<file path="src/pkg/urd_pkg.sv">
// urd_pkg: register offsets, field positions and reset values of the uart register decode.
// assumes byte-wide registers, each on its own 32-bit aligned word, low byte of data.
package urd_pkg;
	localparam int DATA_WIDTH = 32;
	localparam int ADDR_WIDTH = 32;
	localparam logic [31:0] BASE_ADDR = 32'h8000_0000;
	localparam logic [15:0] OFS_DATA = 16'h1000;
	localparam logic [15:0] OFS_INT_ENABLE = 16'h1004;
	localparam logic [15:0] OFS_INT_IDENT = 16'h1008;
	localparam logic [15:0] OFS_LINE_CONTROL = 16'h100C;
	localparam logic [15:0] OFS_MODEM_CONTROL = 16'h1010;
	localparam logic [15:0] OFS_LINE_STATUS = 16'h1014;
	localparam logic [15:0] OFS_MODEM_STATUS = 16'h1018;
	localparam logic [15:0] OFS_SCRATCH = 16'h101C;
	localparam logic [15:0] OFS_SPAN = 16'h2000;
	localparam int DIV_ACCESS_BIT = 7;
	localparam int IER_USED_BITS = 4;
	localparam int LSR_THR_EMPTY_BIT = 5;
	localparam int LSR_TX_EMPTY_BIT = 6;
	localparam int LSR_DATA_READY_BIT = 0;
	localparam int RCLK_OVERSAMPLE = 16;
	localparam logic [7:0] RST_ZERO = 8'h00;
	localparam logic [7:0] RST_THR = 8'hFF;
	localparam logic [7:0] RST_IIR = 8'h01;
	localparam logic [7:0] RST_LSR = 8'h60;
	localparam logic [15:0] RST_DIVISOR = 16'h0001;
	typedef enum logic [1:0] {
		ST_IDLE = 2'b01,
		ST_ACK  = 2'b10
	} urd_state_t;
endpackage

</file>
<file path="src/hdl/urd_uart_regs.sv">
// urd_uart_regs: bus slave decode of the uart register set, plus baud and receiver clock steering.
// assumes a single master that holds select until the transfer acknowledge is seen.
`timescale 1ns/10ps

// Summary of operation
// - bus write data and slave read data widths follow the data-width parameter.
// - address width follows address parameter; byte enables are that width over eight.
// - without external receiver clock, the receiver uses internal baud tick output.
// - registers sit at fixed offsets above a build-time base address.
// - line-control bit 7 acts as an extra address qualifier for some registers.
// - divisor bit clear, offset 0x1000 reads receive buffer, writes transmit holding.
// - divisor bit clear, offset 0x1004 is the interrupt enable register.
// - divisor bit clear, offset 0x1008 is the read-only interrupt identification.
// - line control read/write at 0x100C regardless of divisor bit.
// - modem control read/write at 0x1010 regardless of divisor bit.
// - line status decoded read/write at 0x1014 regardless of divisor bit.
// - modem status decoded read/write at 0x1018 regardless of divisor bit.
// - scratch register read/write at 0x101C regardless of divisor bit.
// - divisor bit set, offset 0x1000 is divisor low byte.
// - divisor bit set, offset 0x1004 is divisor high byte.
// - setting line-control bit 7 opens the divisor latches; clearing restores decode.
// - error acknowledge, retry and timeout suppress stay inactive always.
// - receiver clock runs at sixteen times the bit rate.
module urd_uart_regs #(
	parameter int          DataWidth    = urd_pkg::DATA_WIDTH, // bus data width
	parameter int          AddrWidth    = urd_pkg::ADDR_WIDTH, // bus address width
	parameter logic [31:0] BaseAddr     = urd_pkg::BASE_ADDR,  // register block base
	parameter bit          HasExtRefClk = 1'b0,                // reference from pin
	parameter bit          HasExtRxClk  = 1'b0                 // receiver clock from pin
) (
	input  wire logic                     clock,              // bus clock, 10 MHz
	input  wire logic                     reset,              // sync, active high
	input  wire logic [AddrWidth-1:0]     busAddr,            // address
	input  wire logic [AddrWidth/8-1:0]   busByteEn,          // byte enables
	input  wire logic [DataWidth-1:0]     busWriteData,       // write data
	input  wire logic                     busReadNotWrite,    // 1 read, 0 write
	input  wire logic                     busSelect,          // transfer request
	input  wire logic                     busSeqAddr,         // unused
	output logic      [DataWidth-1:0]     slaveReadData,      // read data, zero outside ack
	output logic                          slaveErrorAck,      // always low
	output logic                          slaveRetry,         // always low
	output logic                          slaveTimeoutSuppress, // always low
	output logic                          slaveTransferAck,   // one-cycle acknowledge
	input  wire logic                     refClockPin,        // external baud reference
	input  wire logic                     rxClockPin,         // external 16x receive clock
	output logic                          baudTickOutN,       // 16x baud, active low pulse
	output logic                          rxSampleTick,       // receiver 16x enable
	input  wire logic [7:0]               rxCharIn,           // character from receiver
	input  wire logic                     rxCharValid,        // receiver has a character
	output logic      [7:0]               txHoldingOut,       // character to send
	output logic                          txHoldingLoad,      // pulse on holding write
	output logic      [7:0]               lineControlOut,     // framing configuration
	output logic      [7:0]               modemControlOut     // modem control bits
);
	urd_pkg::urd_state_t stateQ;
	logic [7:0]  rxBufQ, thrQ, ierQ, lcrQ, mcrQ, lsrQ, msrQ, scrQ;
	logic [15:0] divisorQ, baudCntQ;
	logic [DataWidth-1:0] readDataQ;
	logic [AddrWidth-1:0] offset;
	logic        hit, divAccess, acc, rd, wr, wrLane0;
	logic [7:0]  wByte, readMux;
	logic        refSyncA, refSyncB, refPrevQ, refEdge;
	logic        rxSyncA, rxSyncB, rxPrevQ;
	logic        baudTick;

	// the base is a parameter, so the compare folds to constants per build
	assign offset    = busAddr - AddrWidth'(BaseAddr);
	assign hit       = busSelect && (offset < AddrWidth'(urd_pkg::OFS_SPAN))
	                   && (offset >= AddrWidth'(urd_pkg::OFS_DATA));
	assign divAccess = lcrQ[urd_pkg::DIV_ACCESS_BIT];
	assign acc       = hit && (stateQ == urd_pkg::ST_IDLE);
	assign rd        = acc && busReadNotWrite;
	assign wr        = acc && !busReadNotWrite;
	assign wrLane0   = wr && busByteEn[0];
	assign wByte     = busWriteData[7:0];

	assign slaveErrorAck        = 1'b0;
	assign slaveRetry           = 1'b0;
	assign slaveTimeoutSuppress = 1'b0;

	// acknowledge one cycle after select; the idle cycle keeps ack to one cycle, but a still-held select is acked again
	always_ff @(posedge clock) begin
		if (reset) begin
			stateQ <= urd_pkg::ST_IDLE;
		end else begin
			case (stateQ)
				urd_pkg::ST_IDLE: begin
					if (hit) begin
						stateQ <= urd_pkg::ST_ACK;
					end
				end
				urd_pkg::ST_ACK: begin
					stateQ <= urd_pkg::ST_IDLE;
				end
				default: begin
					stateQ <= urd_pkg::ST_IDLE;
				end
			endcase
		end
	end
	assign slaveTransferAck = (stateQ == urd_pkg::ST_ACK);

	always_comb begin
		readMux = 8'h00;
		if (offset == AddrWidth'(urd_pkg::OFS_DATA)) begin
			readMux = divAccess ? divisorQ[7:0] : rxBufQ;
		end else if (offset == AddrWidth'(urd_pkg::OFS_INT_ENABLE)) begin
			readMux = divAccess ? divisorQ[15:8] : ierQ;
		end else if (offset == AddrWidth'(urd_pkg::OFS_INT_IDENT)) begin
			readMux = divAccess ? 8'h00 : urd_pkg::RST_IIR;
		end else if (offset == AddrWidth'(urd_pkg::OFS_LINE_CONTROL)) begin
			readMux = lcrQ;
		end else if (offset == AddrWidth'(urd_pkg::OFS_MODEM_CONTROL)) begin
			readMux = mcrQ;
		end else if (offset == AddrWidth'(urd_pkg::OFS_LINE_STATUS)) begin
			readMux = lsrQ;
		end else if (offset == AddrWidth'(urd_pkg::OFS_MODEM_STATUS)) begin
			readMux = msrQ;
		end else if (offset == AddrWidth'(urd_pkg::OFS_SCRATCH)) begin
			readMux = scrQ;
		end
	end

	// read data is registered and only non-zero in the ack cycle, as the bus ors slaves
	always_ff @(posedge clock) begin
		if (reset) begin
			readDataQ <= '0;
		end else if (rd) begin
			readDataQ <= {{(DataWidth-8){1'b0}}, readMux};
		end else begin
			readDataQ <= '0;
		end
	end
	assign slaveReadData = readDataQ;

	always_ff @(posedge clock) begin
		if (reset) begin
			lcrQ <= urd_pkg::RST_ZERO;
			mcrQ <= urd_pkg::RST_ZERO;
			scrQ <= urd_pkg::RST_ZERO;
			msrQ <= urd_pkg::RST_ZERO;
		end else if (wrLane0) begin
			if (offset == AddrWidth'(urd_pkg::OFS_LINE_CONTROL)) begin
				lcrQ <= wByte;
			end else if (offset == AddrWidth'(urd_pkg::OFS_MODEM_CONTROL)) begin
				mcrQ <= wByte;
			end else if (offset == AddrWidth'(urd_pkg::OFS_MODEM_STATUS)) begin
				msrQ <= wByte;
			end else if (offset == AddrWidth'(urd_pkg::OFS_SCRATCH)) begin
				scrQ <= wByte;
			end
		end
	end

	always_ff @(posedge clock) begin
		if (reset) begin
			ierQ     <= urd_pkg::RST_ZERO;
			divisorQ <= urd_pkg::RST_DIVISOR;
			thrQ     <= urd_pkg::RST_THR;
		end else if (wrLane0) begin
			if (offset == AddrWidth'(urd_pkg::OFS_DATA)) begin
				if (divAccess) begin
					divisorQ[7:0] <= wByte;
				end else begin
					thrQ <= wByte;
				end
			end else if (offset == AddrWidth'(urd_pkg::OFS_INT_ENABLE)) begin
				if (divAccess) begin
					divisorQ[15:8] <= wByte;
				end else begin
					// upper enable bits are accepted but always read as zero
					ierQ <= {4'h0, wByte[urd_pkg::IER_USED_BITS-1:0]};
				end
			end
		end
	end
	assign txHoldingLoad  = wrLane0 && !divAccess
	                        && (offset == AddrWidth'(urd_pkg::OFS_DATA));
	assign txHoldingOut   = thrQ;
	assign lineControlOut = lcrQ;
	assign modemControlOut = mcrQ;

	// receive buffer and status: hardware set wins over a software write of the same bit
	always_ff @(posedge clock) begin
		if (reset) begin
			rxBufQ <= urd_pkg::RST_ZERO;
			lsrQ   <= urd_pkg::RST_LSR;
		end else begin
			if (wrLane0 && offset == AddrWidth'(urd_pkg::OFS_LINE_STATUS)) begin
				lsrQ <= wByte;
			end
			if (rd && !divAccess && offset == AddrWidth'(urd_pkg::OFS_DATA)) begin
				lsrQ[urd_pkg::LSR_DATA_READY_BIT] <= 1'b0;
			end
			if (rxCharValid) begin
				rxBufQ <= rxCharIn;
				lsrQ[urd_pkg::LSR_DATA_READY_BIT] <= 1'b1;
			end
		end
	end

	// reference clock: internal path counts bus cycles, pin path counts synced edges
	always_ff @(posedge clock) begin
		if (reset) begin
			refSyncA <= 1'b0;
			refSyncB <= 1'b0;
			refPrevQ <= 1'b0;
			rxSyncA  <= 1'b0;
			rxSyncB  <= 1'b0;
			rxPrevQ  <= 1'b0;
		end else begin
			refSyncA <= refClockPin;
			refSyncB <= refSyncA;
			refPrevQ <= refSyncB;
			rxSyncA  <= rxClockPin;
			rxSyncB  <= rxSyncA;
			rxPrevQ  <= rxSyncB;
		end
	end
	assign refEdge = HasExtRefClk ? (refSyncB && !refPrevQ) : 1'b1;

	// tick each divisor reference edges; a zero divisor stalls the generator
	always_ff @(posedge clock) begin
		if (reset) begin
			baudCntQ <= urd_pkg::RST_DIVISOR;
		end else if (refEdge) begin
			if (baudCntQ <= 16'h0001) begin
				baudCntQ <= divisorQ;
			end else begin
				baudCntQ <= baudCntQ - 16'h0001;
			end
		end
	end
	assign baudTick     = refEdge && (baudCntQ == 16'h0001) && (divisorQ != 16'h0000);
	assign baudTickOutN = !baudTick;
	// pin clock is only meaningful when far below the bus clock: a tick per synced edge
	assign rxSampleTick = HasExtRxClk ? (rxSyncB && !rxPrevQ) : baudTick;

	// assertions
	// reference edges since the last counter reload, an independent view of the divide ratio
	logic [15:0] refSinceLoadQ, loadedDivQ;
	logic        reloadSeenQ;
	always_ff @(posedge clock) begin
		if (reset) begin
			refSinceLoadQ <= 16'h0000;
			loadedDivQ    <= 16'h0000;
			reloadSeenQ   <= 1'b0;
		end else if (refEdge && baudCntQ <= 16'h0001) begin
			refSinceLoadQ <= 16'h0001;
			loadedDivQ    <= divisorQ;
			reloadSeenQ   <= 1'b1;
		end else if (refEdge) begin
			refSinceLoadQ <= refSinceLoadQ + 16'h0001;
		end
	end

	AST_ACK_ONE: assert property (@(posedge clock) disable iff (reset)
		slaveTransferAck |=> !slaveTransferAck)
		else $error("ack longer than one cycle");
	AST_ACK_FOLLOWS: assert property (@(posedge clock) disable iff (reset)
		(hit && !slaveTransferAck) |=> slaveTransferAck)
		else $error("addressed access not acknowledged");
	AST_ACK_TAKEN: assert property (@(posedge clock) disable iff (reset)
		slaveTransferAck |-> $past(hit))
		else $error("ack without an addressed access");
	AST_NO_ERR: assert property (@(posedge clock)
		!(slaveErrorAck || slaveRetry || slaveTimeoutSuppress))
		else $error("error outputs active");
	AST_SCRATCH: assert property (@(posedge clock) disable iff (reset)
		(wrLane0 && offset == AddrWidth'(urd_pkg::OFS_SCRATCH)) |=> scrQ == $past(wByte))
		else $error("scratch write not stored");
	AST_SCRATCH_RD: assert property (@(posedge clock) disable iff (reset)
		(rd && offset == AddrWidth'(urd_pkg::OFS_SCRATCH))
		|=> slaveReadData[7:0] == $past(scrQ))
		else $error("scratch readback wrong");
	AST_DLL_WR: assert property (@(posedge clock) disable iff (reset)
		(wrLane0 && divAccess && offset == AddrWidth'(urd_pkg::OFS_DATA))
		|=> divisorQ[7:0] == $past(wByte) && thrQ == $past(thrQ))
		else $error("divisor low write wrong");
	AST_DLM_WR: assert property (@(posedge clock) disable iff (reset)
		(wrLane0 && divAccess && offset == AddrWidth'(urd_pkg::OFS_INT_ENABLE))
		|=> divisorQ[15:8] == $past(wByte) && ierQ == $past(ierQ))
		else $error("divisor high write wrong");
	AST_DLL_RD: assert property (@(posedge clock) disable iff (reset)
		(rd && divAccess && offset == AddrWidth'(urd_pkg::OFS_DATA))
		|=> slaveReadData[7:0] == divisorQ[7:0])
		else $error("divisor low read wrong");
	AST_THR_WR: assert property (@(posedge clock) disable iff (reset)
		(wrLane0 && !divAccess && offset == AddrWidth'(urd_pkg::OFS_DATA))
		|=> thrQ == $past(wByte) && divisorQ == $past(divisorQ))
		else $error("holding write wrong");
	AST_RBR_RD: assert property (@(posedge clock) disable iff (reset)
		(rd && !divAccess && offset == AddrWidth'(urd_pkg::OFS_DATA))
		|=> slaveReadData[7:0] == $past(rxBufQ))
		else $error("receive buffer read wrong");
	AST_RX_SET: assert property (@(posedge clock) disable iff (reset)
		rxCharValid |=> lsrQ[urd_pkg::LSR_DATA_READY_BIT] && rxBufQ == $past(rxCharIn))
		else $error("received character not captured");
	AST_DLM_RD: assert property (@(posedge clock) disable iff (reset)
		(rd && divAccess && offset == AddrWidth'(urd_pkg::OFS_INT_ENABLE))
		|=> slaveReadData[7:0] == divisorQ[15:8])
		else $error("divisor high read wrong");
	AST_IER_RD: assert property (@(posedge clock) disable iff (reset)
		(rd && !divAccess && offset == AddrWidth'(urd_pkg::OFS_INT_ENABLE))
		|=> slaveReadData[7:0] == ierQ && ierQ[7:4] == 4'h0)
		else $error("interrupt enable read wrong");
	AST_IIR_RD: assert property (@(posedge clock) disable iff (reset)
		(rd && offset == AddrWidth'(urd_pkg::OFS_INT_IDENT))
		|=> slaveReadData[7:0] == (divAccess ? 8'h00 : urd_pkg::RST_IIR))
		else $error("interrupt identification read wrong");
	AST_LCR_WR: assert property (@(posedge clock) disable iff (reset)
		(wrLane0 && offset == AddrWidth'(urd_pkg::OFS_LINE_CONTROL))
		|=> lineControlOut == $past(wByte))
		else $error("line control write wrong");
	AST_MCR_WR: assert property (@(posedge clock) disable iff (reset)
		(wrLane0 && offset == AddrWidth'(urd_pkg::OFS_MODEM_CONTROL))
		|=> modemControlOut == $past(wByte))
		else $error("modem control write wrong");
	AST_LSR_WR: assert property (@(posedge clock) disable iff (reset)
		(wrLane0 && offset == AddrWidth'(urd_pkg::OFS_LINE_STATUS) && !rxCharValid)
		|=> lsrQ == $past(wByte))
		else $error("line status write wrong");
	AST_MSR_WR: assert property (@(posedge clock) disable iff (reset)
		(wrLane0 && offset == AddrWidth'(urd_pkg::OFS_MODEM_STATUS))
		|=> msrQ == $past(wByte))
		else $error("modem status write wrong");
	AST_LANE_GATE: assert property (@(posedge clock) disable iff (reset)
		(wr && !busByteEn[0]) |=> lcrQ == $past(lcrQ) && mcrQ == $past(mcrQ) && scrQ == $past(scrQ)
		&& msrQ == $past(msrQ) && ierQ == $past(ierQ) && divisorQ == $past(divisorQ))
		else $error("write without low lane stored");
	AST_UNMAPPED: assert property (@(posedge clock) disable iff (reset)
		(rd && (offset > AddrWidth'(urd_pkg::OFS_SCRATCH) || offset[1:0] != 2'b00))
		|=> slaveReadData == '0)
		else $error("unmapped read not zero");
	AST_IDLE_ZERO: assert property (@(posedge clock) disable iff (reset)
		!slaveTransferAck |-> slaveReadData == '0)
		else $error("read data outside ack");
	AST_BAUD_RATIO: assert property (@(posedge clock) disable iff (reset)
		(baudTick && reloadSeenQ) |-> refSinceLoadQ == loadedDivQ)
		else $error("baud tick spacing differs from divisor");

	// main scenarios
	COV_DIV_WRITE: cover property (@(posedge clock) disable iff (reset)
		wrLane0 && divAccess);
	COV_RX_READ: cover property (@(posedge clock) disable iff (reset)
		rd && !divAccess && offset == AddrWidth'(urd_pkg::OFS_DATA));
	COV_BAUD: cover property (@(posedge clock) disable iff (reset) baudTick);
	COV_UNMAPPED_RD: cover property (@(posedge clock) disable iff (reset)
		rd && offset > AddrWidth'(urd_pkg::OFS_SCRATCH));
	COV_LANE_DROP: cover property (@(posedge clock) disable iff (reset)
		wr && !busByteEn[0]);
endmodule

</file>
<file path="config.mk">
export PLATFORM = sky130hd
export DESIGN_NAME = urd_uart_regs
export DESIGN_NICKNAME = d
export VERILOG_FILES = /design/src/pkg/urd_pkg.sv /design/src/hdl/urd_uart_regs.sv
export SDC_FILE = /design/constraint.sdc
export NUM_CORES = 1
export LEC_CHECK = 0
export BUFFER_PORTS_ARGS = -buffer_cell sky130_fd_sc_hd__buf_4
export CORE_ASPECT_RATIO = 0.6
export CORE_UTILIZATION = 35
export DETAILED_ROUTE_END_ITERATION = 6
export GPL_ROUTABILITY_DRIVEN = 0
export HOLD_SLACK_MARGIN = 0.02
export PLACE_DENSITY = 0.61
export SYNTH_ARGS = -nofsm -noshare
export SYNTH_HDL_FRONTEND = slang
export SYNTH_SLANG_ARGS = --single-unit
export TNS_END_PERCENT = 1
</file>
<file path="constraint.sdc">
create_clock -name clock -period 3.5 [get_ports clock]
set_clock_uncertainty 0.05 [all_clocks]
set_input_delay 0.7 -clock clock [delete_from_list [all_inputs] [get_ports clock]]
set_output_delay 0.7 -clock clock [all_outputs]
set_load 0.02 [all_outputs]
</file>
; Yosys cells after proc, flatten, opt, wreduce, memory -nomap -nowiden
; Cells that the tools add are included.
[op_classes]
addsub = 2
n_lt_le_gt_ge = 3
n_eq_ne = 11
muxes = 15
bitwise = 7
reduce_logical = 27
[ops]
columns = cell, n
row1 = "equality test 32 x 13 -> 1 bit, second input constant", 8
row2 = 2-to-1 mux 8 bit, 10
row3 = ">= comparator 32 x 13 -> 1 bit, second input constant", 1
row4 = "less-than comparator 32 x 14 -> 1 bit, second input constant", 1
row5 = "subtractor 32 bit, second input constant", 1
row6 = "equality test 16 x 1 -> 1 bit, second input constant", 1
row7 = "<= comparator 16 x 1 -> 1 bit, second input constant", 1
row8 = 2-to-1 mux 16 bit, 1
row9 = nonzero test 16 bit, 1
row10 = "subtractor 16 x 1 -> 16 bit, second input constant", 1
row11 = logical AND 1 bit, 12
row12 = AND reduction 4 bit, 3
row13 = AND reduction 3 bit, 3
row14 = NOT 1 bit, 7
row15 = AND reduction 5 bit, 1
row16 = 2-to-1 mux 1 bit, 4
row17 = OR reduction 2 bit, 2
row18 = zero test 1 bit, 3
row19 = nonzero test 3 bit, 1
row20 = "equality test 2 x 1 -> 1 bit, second input constant", 1
row21 = "equality test 2 bit, second input constant", 1
row22 = AND reduction 2 bit, 1
[word_totals]
register_bits = 126
input_bits = 84
out_inout_bits = 63
wordCells = 80

; Logic depth before layout (Yosys ltp)
[logic_depth]
depth_word = 11
depth_mapped = 8
mapped_depth_nobuf = 6

; Worst setup path after synthesis
; OpenSTA, ideal clock, no wires.
[synth_path]
kind = input to output
start = in busAddr[17]
end = out txHoldingLoad
t_arrival_ns = 2.137
required_ns = 2.750
path_slack_ns = 0.613
path_stages = 4
n_path_buf = 1
cell_sequence = nor4_1 > nand3_1 > and4bb_2 > buf_1
[synth_via]
elab_chain_len = 9
word_cells_on_any_way = 11
cone_classes = add/sub: 1 / order compare: 2 / eq/ne: 1 / reduce/logical: 7
[synth_lines]
columns = item, line_no
row1 = start: declaration, urd_uart_regs.sv:33  ; input wire logic [AddrWidth-1:0] busAddr,
row2 = subtractor 32 bit (*), urd_uart_regs.sv:67  ; assign offset = busAddr - AddrWidth'(BaseAddr);
row3 = less-than comparator 32 x 14 -> 1 bit, urd_uart_regs.sv:68  ; assign hit = busSelect && (offset < AddrWidth'(urd_pkg::OFS_SPAN))
row4 = logical AND 1 bit, urd_uart_regs.sv:68
row5 = logical AND 1 bit, urd_uart_regs.sv:69  ; && (offset >= AddrWidth'(urd_pkg::OFS_DATA));
row6 = logical AND 1 bit, urd_uart_regs.sv:71  ; assign acc = hit && (stateQ == urd_pkg::ST_IDLE);
row7 = logical AND 1 bit, urd_uart_regs.sv:73  ; assign wr = acc && !busReadNotWrite;
row8 = logical AND 1 bit, urd_uart_regs.sv:74  ; assign wrLane0 = wr && busByteEn[0];
row9 = logical AND 1 bit, urd_uart_regs.sv:177  ; assign txHoldingLoad = wrLane0 && !divAccess
row10 = logical AND 1 bit (*), urd_uart_regs.sv:178  ; && (offset == AddrWidth'(urd_pkg::OFS_DATA));
row11 = end: declaration, urd_uart_regs.sv:51  ; output logic txHoldingLoad,
; Mark *: on every way between the ends. The rest lies on a longest branch, timed or not.

; Worst setup path after layout
[layout_path]
start = reg baudCntQ[8]
end = out rxSampleTick
[layout_via]
elab_chain_len = 2
[layout_lines]
columns = item, line_no
row1 = start: declaration, urd_uart_regs.sv:57  ; logic [15:0] divisorQ, baudCntQ;
row2 = start signal: assignment, urd_uart_regs.sv:225  ; baudCntQ <= urd_pkg::RST_DIVISOR;
row3 = start signal: assignment, urd_uart_regs.sv:228  ; baudCntQ <= divisorQ;
row4 = start signal: assignment, urd_uart_regs.sv:230  ; baudCntQ <= baudCntQ - 16'h0001;
row5 = equality test 16 x 1 -> 1 bit, urd_uart_regs.sv:234  ; assign baudTick = refEdge && (baudCntQ == 16'h0001) && (divisorQ != 16'h0000);
row6 = logical AND 1 bit, urd_uart_regs.sv:234
row7 = end: declaration, urd_uart_regs.sv:47  ; output logic rxSampleTick,
; No other way between the ends.

==> impl_metrics.csv <==
group,metric,value,unit
sta,fmaxAchievable,319,MHz
layout,diodes,0,
placed_design,dpl_cell_area,5760,um2
placed_design,dp.cells,795,
layout,fin_area,6100,um2
sta,worst_pin_slew,1.08,ns
critical_path,critPathTopFamily,"simple AND/OR/NAND/NOR gates",
grt,grt_pass1_vias,3918,
min_path,hold_path.class,"register to register",
power_and_ir_drop,p_total,3.38,mW
yosys,synth_top_flop_cell,"dfxtp_1",
clock_tree,cts_setup_buffers,0,
layout,fin_cells,811,
clock_tree,clk_path_buf_depth,2,
yosys,avgSynthCellArea,9.30,um2
floorplanning,die_area,14900,um2
floorplanning,rows,33,
grt,overflow,0,
critical_path,crit_slowest_cell,"or4_4",
routing,vias,4141,
routing,drt_iter0_drc,301,
routing,vias_per_cell,5.11,
power_and_ir_drop,leakage,2.42,nW
placed_design,port_buffers,89,
clock_tree,clk_pin_slew,0.07,ns
critical_path,crit_path_max_fanout,5,
routing,drc,0,
critical_path,cp-end-kind,"output port",
sta,hold_viol_final,0,
yosys,synth.ff_latch_count,102,
critical_path,worstPathCellList,"or4_4, or4_4, nor4b_1, nand3_1, inv_1, buf_4",
sta,rsz0062_at_grt,"no",
yosys,synth_cell_type_count,48,
yosys,synth_edf_count,0,
clock_tree,insertion_delay,0.35,ns
grt,grt_max_degree,94,
sta,final_max_slew_viol_count,0,
critical_path,crit_type,"register to output port",
grt,antenna_found_initial,0,
critical_path,cpMostUsedCell,"or4_4",
power_and_ir_drop,power.density,555,nW/um2
routing,wl_per_cell,16.8,um
clock_tree,htreeDepth,3,
yosys,synth_cells,542,
sta,period_needed,3.14,ns
clock_tree,cts_buffers,9,
layout,fillCellCount,1325,
floorplanning,num_io_pins,147,
floorplanning,die_x,157,um
clock_tree,cts_tree,"built",
layout,drive_above_1_share,0.246,
routing,wl,13.6,mm
yosys,ys_seq_area_frac,0.405,
run_status,status,"finished clean",
sta,setup_viol,0,
clock_tree,post_cts_resized,0,
yosys,yosys_warnings,0,
layout,area.growth.synth_to_final,21.0,%
floorplanning,start_util,0.364,
yosys,synthArstFlopShare,0,
yosys,syn_area,5040,um2
grt,grt_usage,0.188,
sta,finalHoldWorstSlack,0.421,ns
grt,grt_pass1_wl,21.1,mm
critical_path,cp.arrival,2.39,ns
sta,relSlewSlack,0.282,
floorplanning,core,13800,um2
critical_path,cp.required,2.75,ns
sta,fin_crit_sh,0.897,
critical_path,cpPeakStageDelay,0.55,ns
clock_tree,cts-root-buf,"clkbuf_16",
floorplanning,die_y,95.0,um
critical_path,critPathBufInv,2,
clock_tree,cts_sinks,102,
routing,ant_nets,0,
clock_tree,ctsHoldBuffers,0,
routing,drtPass1Iterations,5,
sta,fin_tns_setup,0,ns
flow_run,drv_cap,0,
critical_path,start_kind,"register",
layout,fin_nets,700,
power_and_ir_drop,irDropWorstVdd,0.000247,V
placed_design,hpwl,9.92,mm
stage by stage:
| step | worst slack (ns) | utilization |
|---|---|---|
| detailed placement | 0.523 | 0.416 |
| floorplan | 0.613 | - |
| global placement | 0.579 | 0.416 |
| finish | 0.360 | 0.441 |
| CTS | 0.328 | 0.441 |
| global route | 0.206 | 0.441 |
path summary, 6_finish.rpt:
check	start	end	slack, ns	cells past startpoint
worst max register to register	baudCntQ[8]	baudCntQ[0]	0.79	5
worst min-delay path	lsrQ[5]	lsrQ[5]	0.42	1
worst max-delay path	baudCntQ[8]	rxSampleTick	0.36	6
worst min register to register	lsrQ[5]	lsrQ[5]	0.42	1
layout by cell type, fill, tap and decap left out, drive strengths merged, types with 10 or more instances in the layout:
cell    count
nand3      12
dfxtp     102
a211o      11
o21ai      10
a211oi     17
buf       100
inv        12
nor3       11
xnor2      11
nand2      10
nor2      104
conb       27
a21oi      12
nor4       16
mux2i      72
nor2b      14
cells in the mapped netlist (5+ instances only):
library cell | count | share of area
nor3_1 | 11 | 0.011
a211o_1 | 11 | 0.019
mux2i_1 | 72 | 0.14
nand3_1 | 12 | 0.012
dfxtp_1 | 102 | 0.41
nor2b_1 | 14 | 0.017
nand2_1 | 10 | 0.0074
clkbuf_1 | 25 | 0.019
buf_4 | 27 | 0.040
nor4b_1 | 5 | 0.0087
buf_1 | 5 | 0.0037
mux2_2 | 9 | 0.020
a211oi_2 | 15 | 0.037
o21ai_0 | 10 | 0.0099
a22oi_1 | 9 | 0.013
buf_2 | 5 | 0.0050
xnor2_1 | 11 | 0.019
inv_1 | 8 | 0.0060
nor4_1 | 11 | 0.014
nand2b_1 | 5 | 0.0062
nand4_1 | 5 | 0.0062
nor2_1 | 104 | 0.077
a21oi_1 | 12 | 0.012
state kept, by name, summed over array words and instances (netlist names), 8 cells and up:
name / cells
msrQ: 8
lsrQ: 8
divisorQ: 16
slaveReadData: 8
txHoldingOut: 8
lineControlOut: 8
rxBufQ: 8
baudCntQ: 16
scrQ: 8
modemControlOut: 8
where the power goes:
group | switching [mW] | total [mW] | leakage (nW) | internal [mW]
combinational | 0.509 | 0.907 | 1.42 | 0.398
clock | 0.492 | 1.14 | 0.166 | 0.646
sequential | 0.0909 | 1.34 | 0.827 | 1.25
routing by layer:
layer	global-route usage	vias to the layer above	share of wire
met5	0	-	0
met4	0.0408	0	0.0071
met3	0.0454	13	0.072
met2	0.278	146	0.41
met1	0.273	1980	0.51
li1	-	2002	-
kinds of logic (layout without fill, tap and decap cells):
logic type / after synthesis / in the layout / synth area share
AO/OA/AOI/OAI: 67 / 67 / 0.108
XOR/XNOR: 14 / 14 / 0.0243
adder cells (fa/ha/maj): 2 / 2 / 0.00496
buffers and inverters: 73 / 124 / 0.0802
flip-flops: 102 / 102 / 0.405
multiplexers: 82 / 82 / 0.168
other: 1 / 27 / 0.000744
AND/OR/NAND/NOR: 201 / 201 / 0.209
cell type report:
type                            instances  area, um2  share of cell area
Clock inverter                          7        114              0.0187
Multi-Input combinational cell        393       2700               0.442
Clock buffer                            9        225              0.0369
Sequential cell                       102       2040               0.335
Timing Repair Buffer                  100        751               0.123
Tap cell                              192        240              0.0394
Inverter                                8       30.0             0.00492
(Power assumes the default switching activity.)
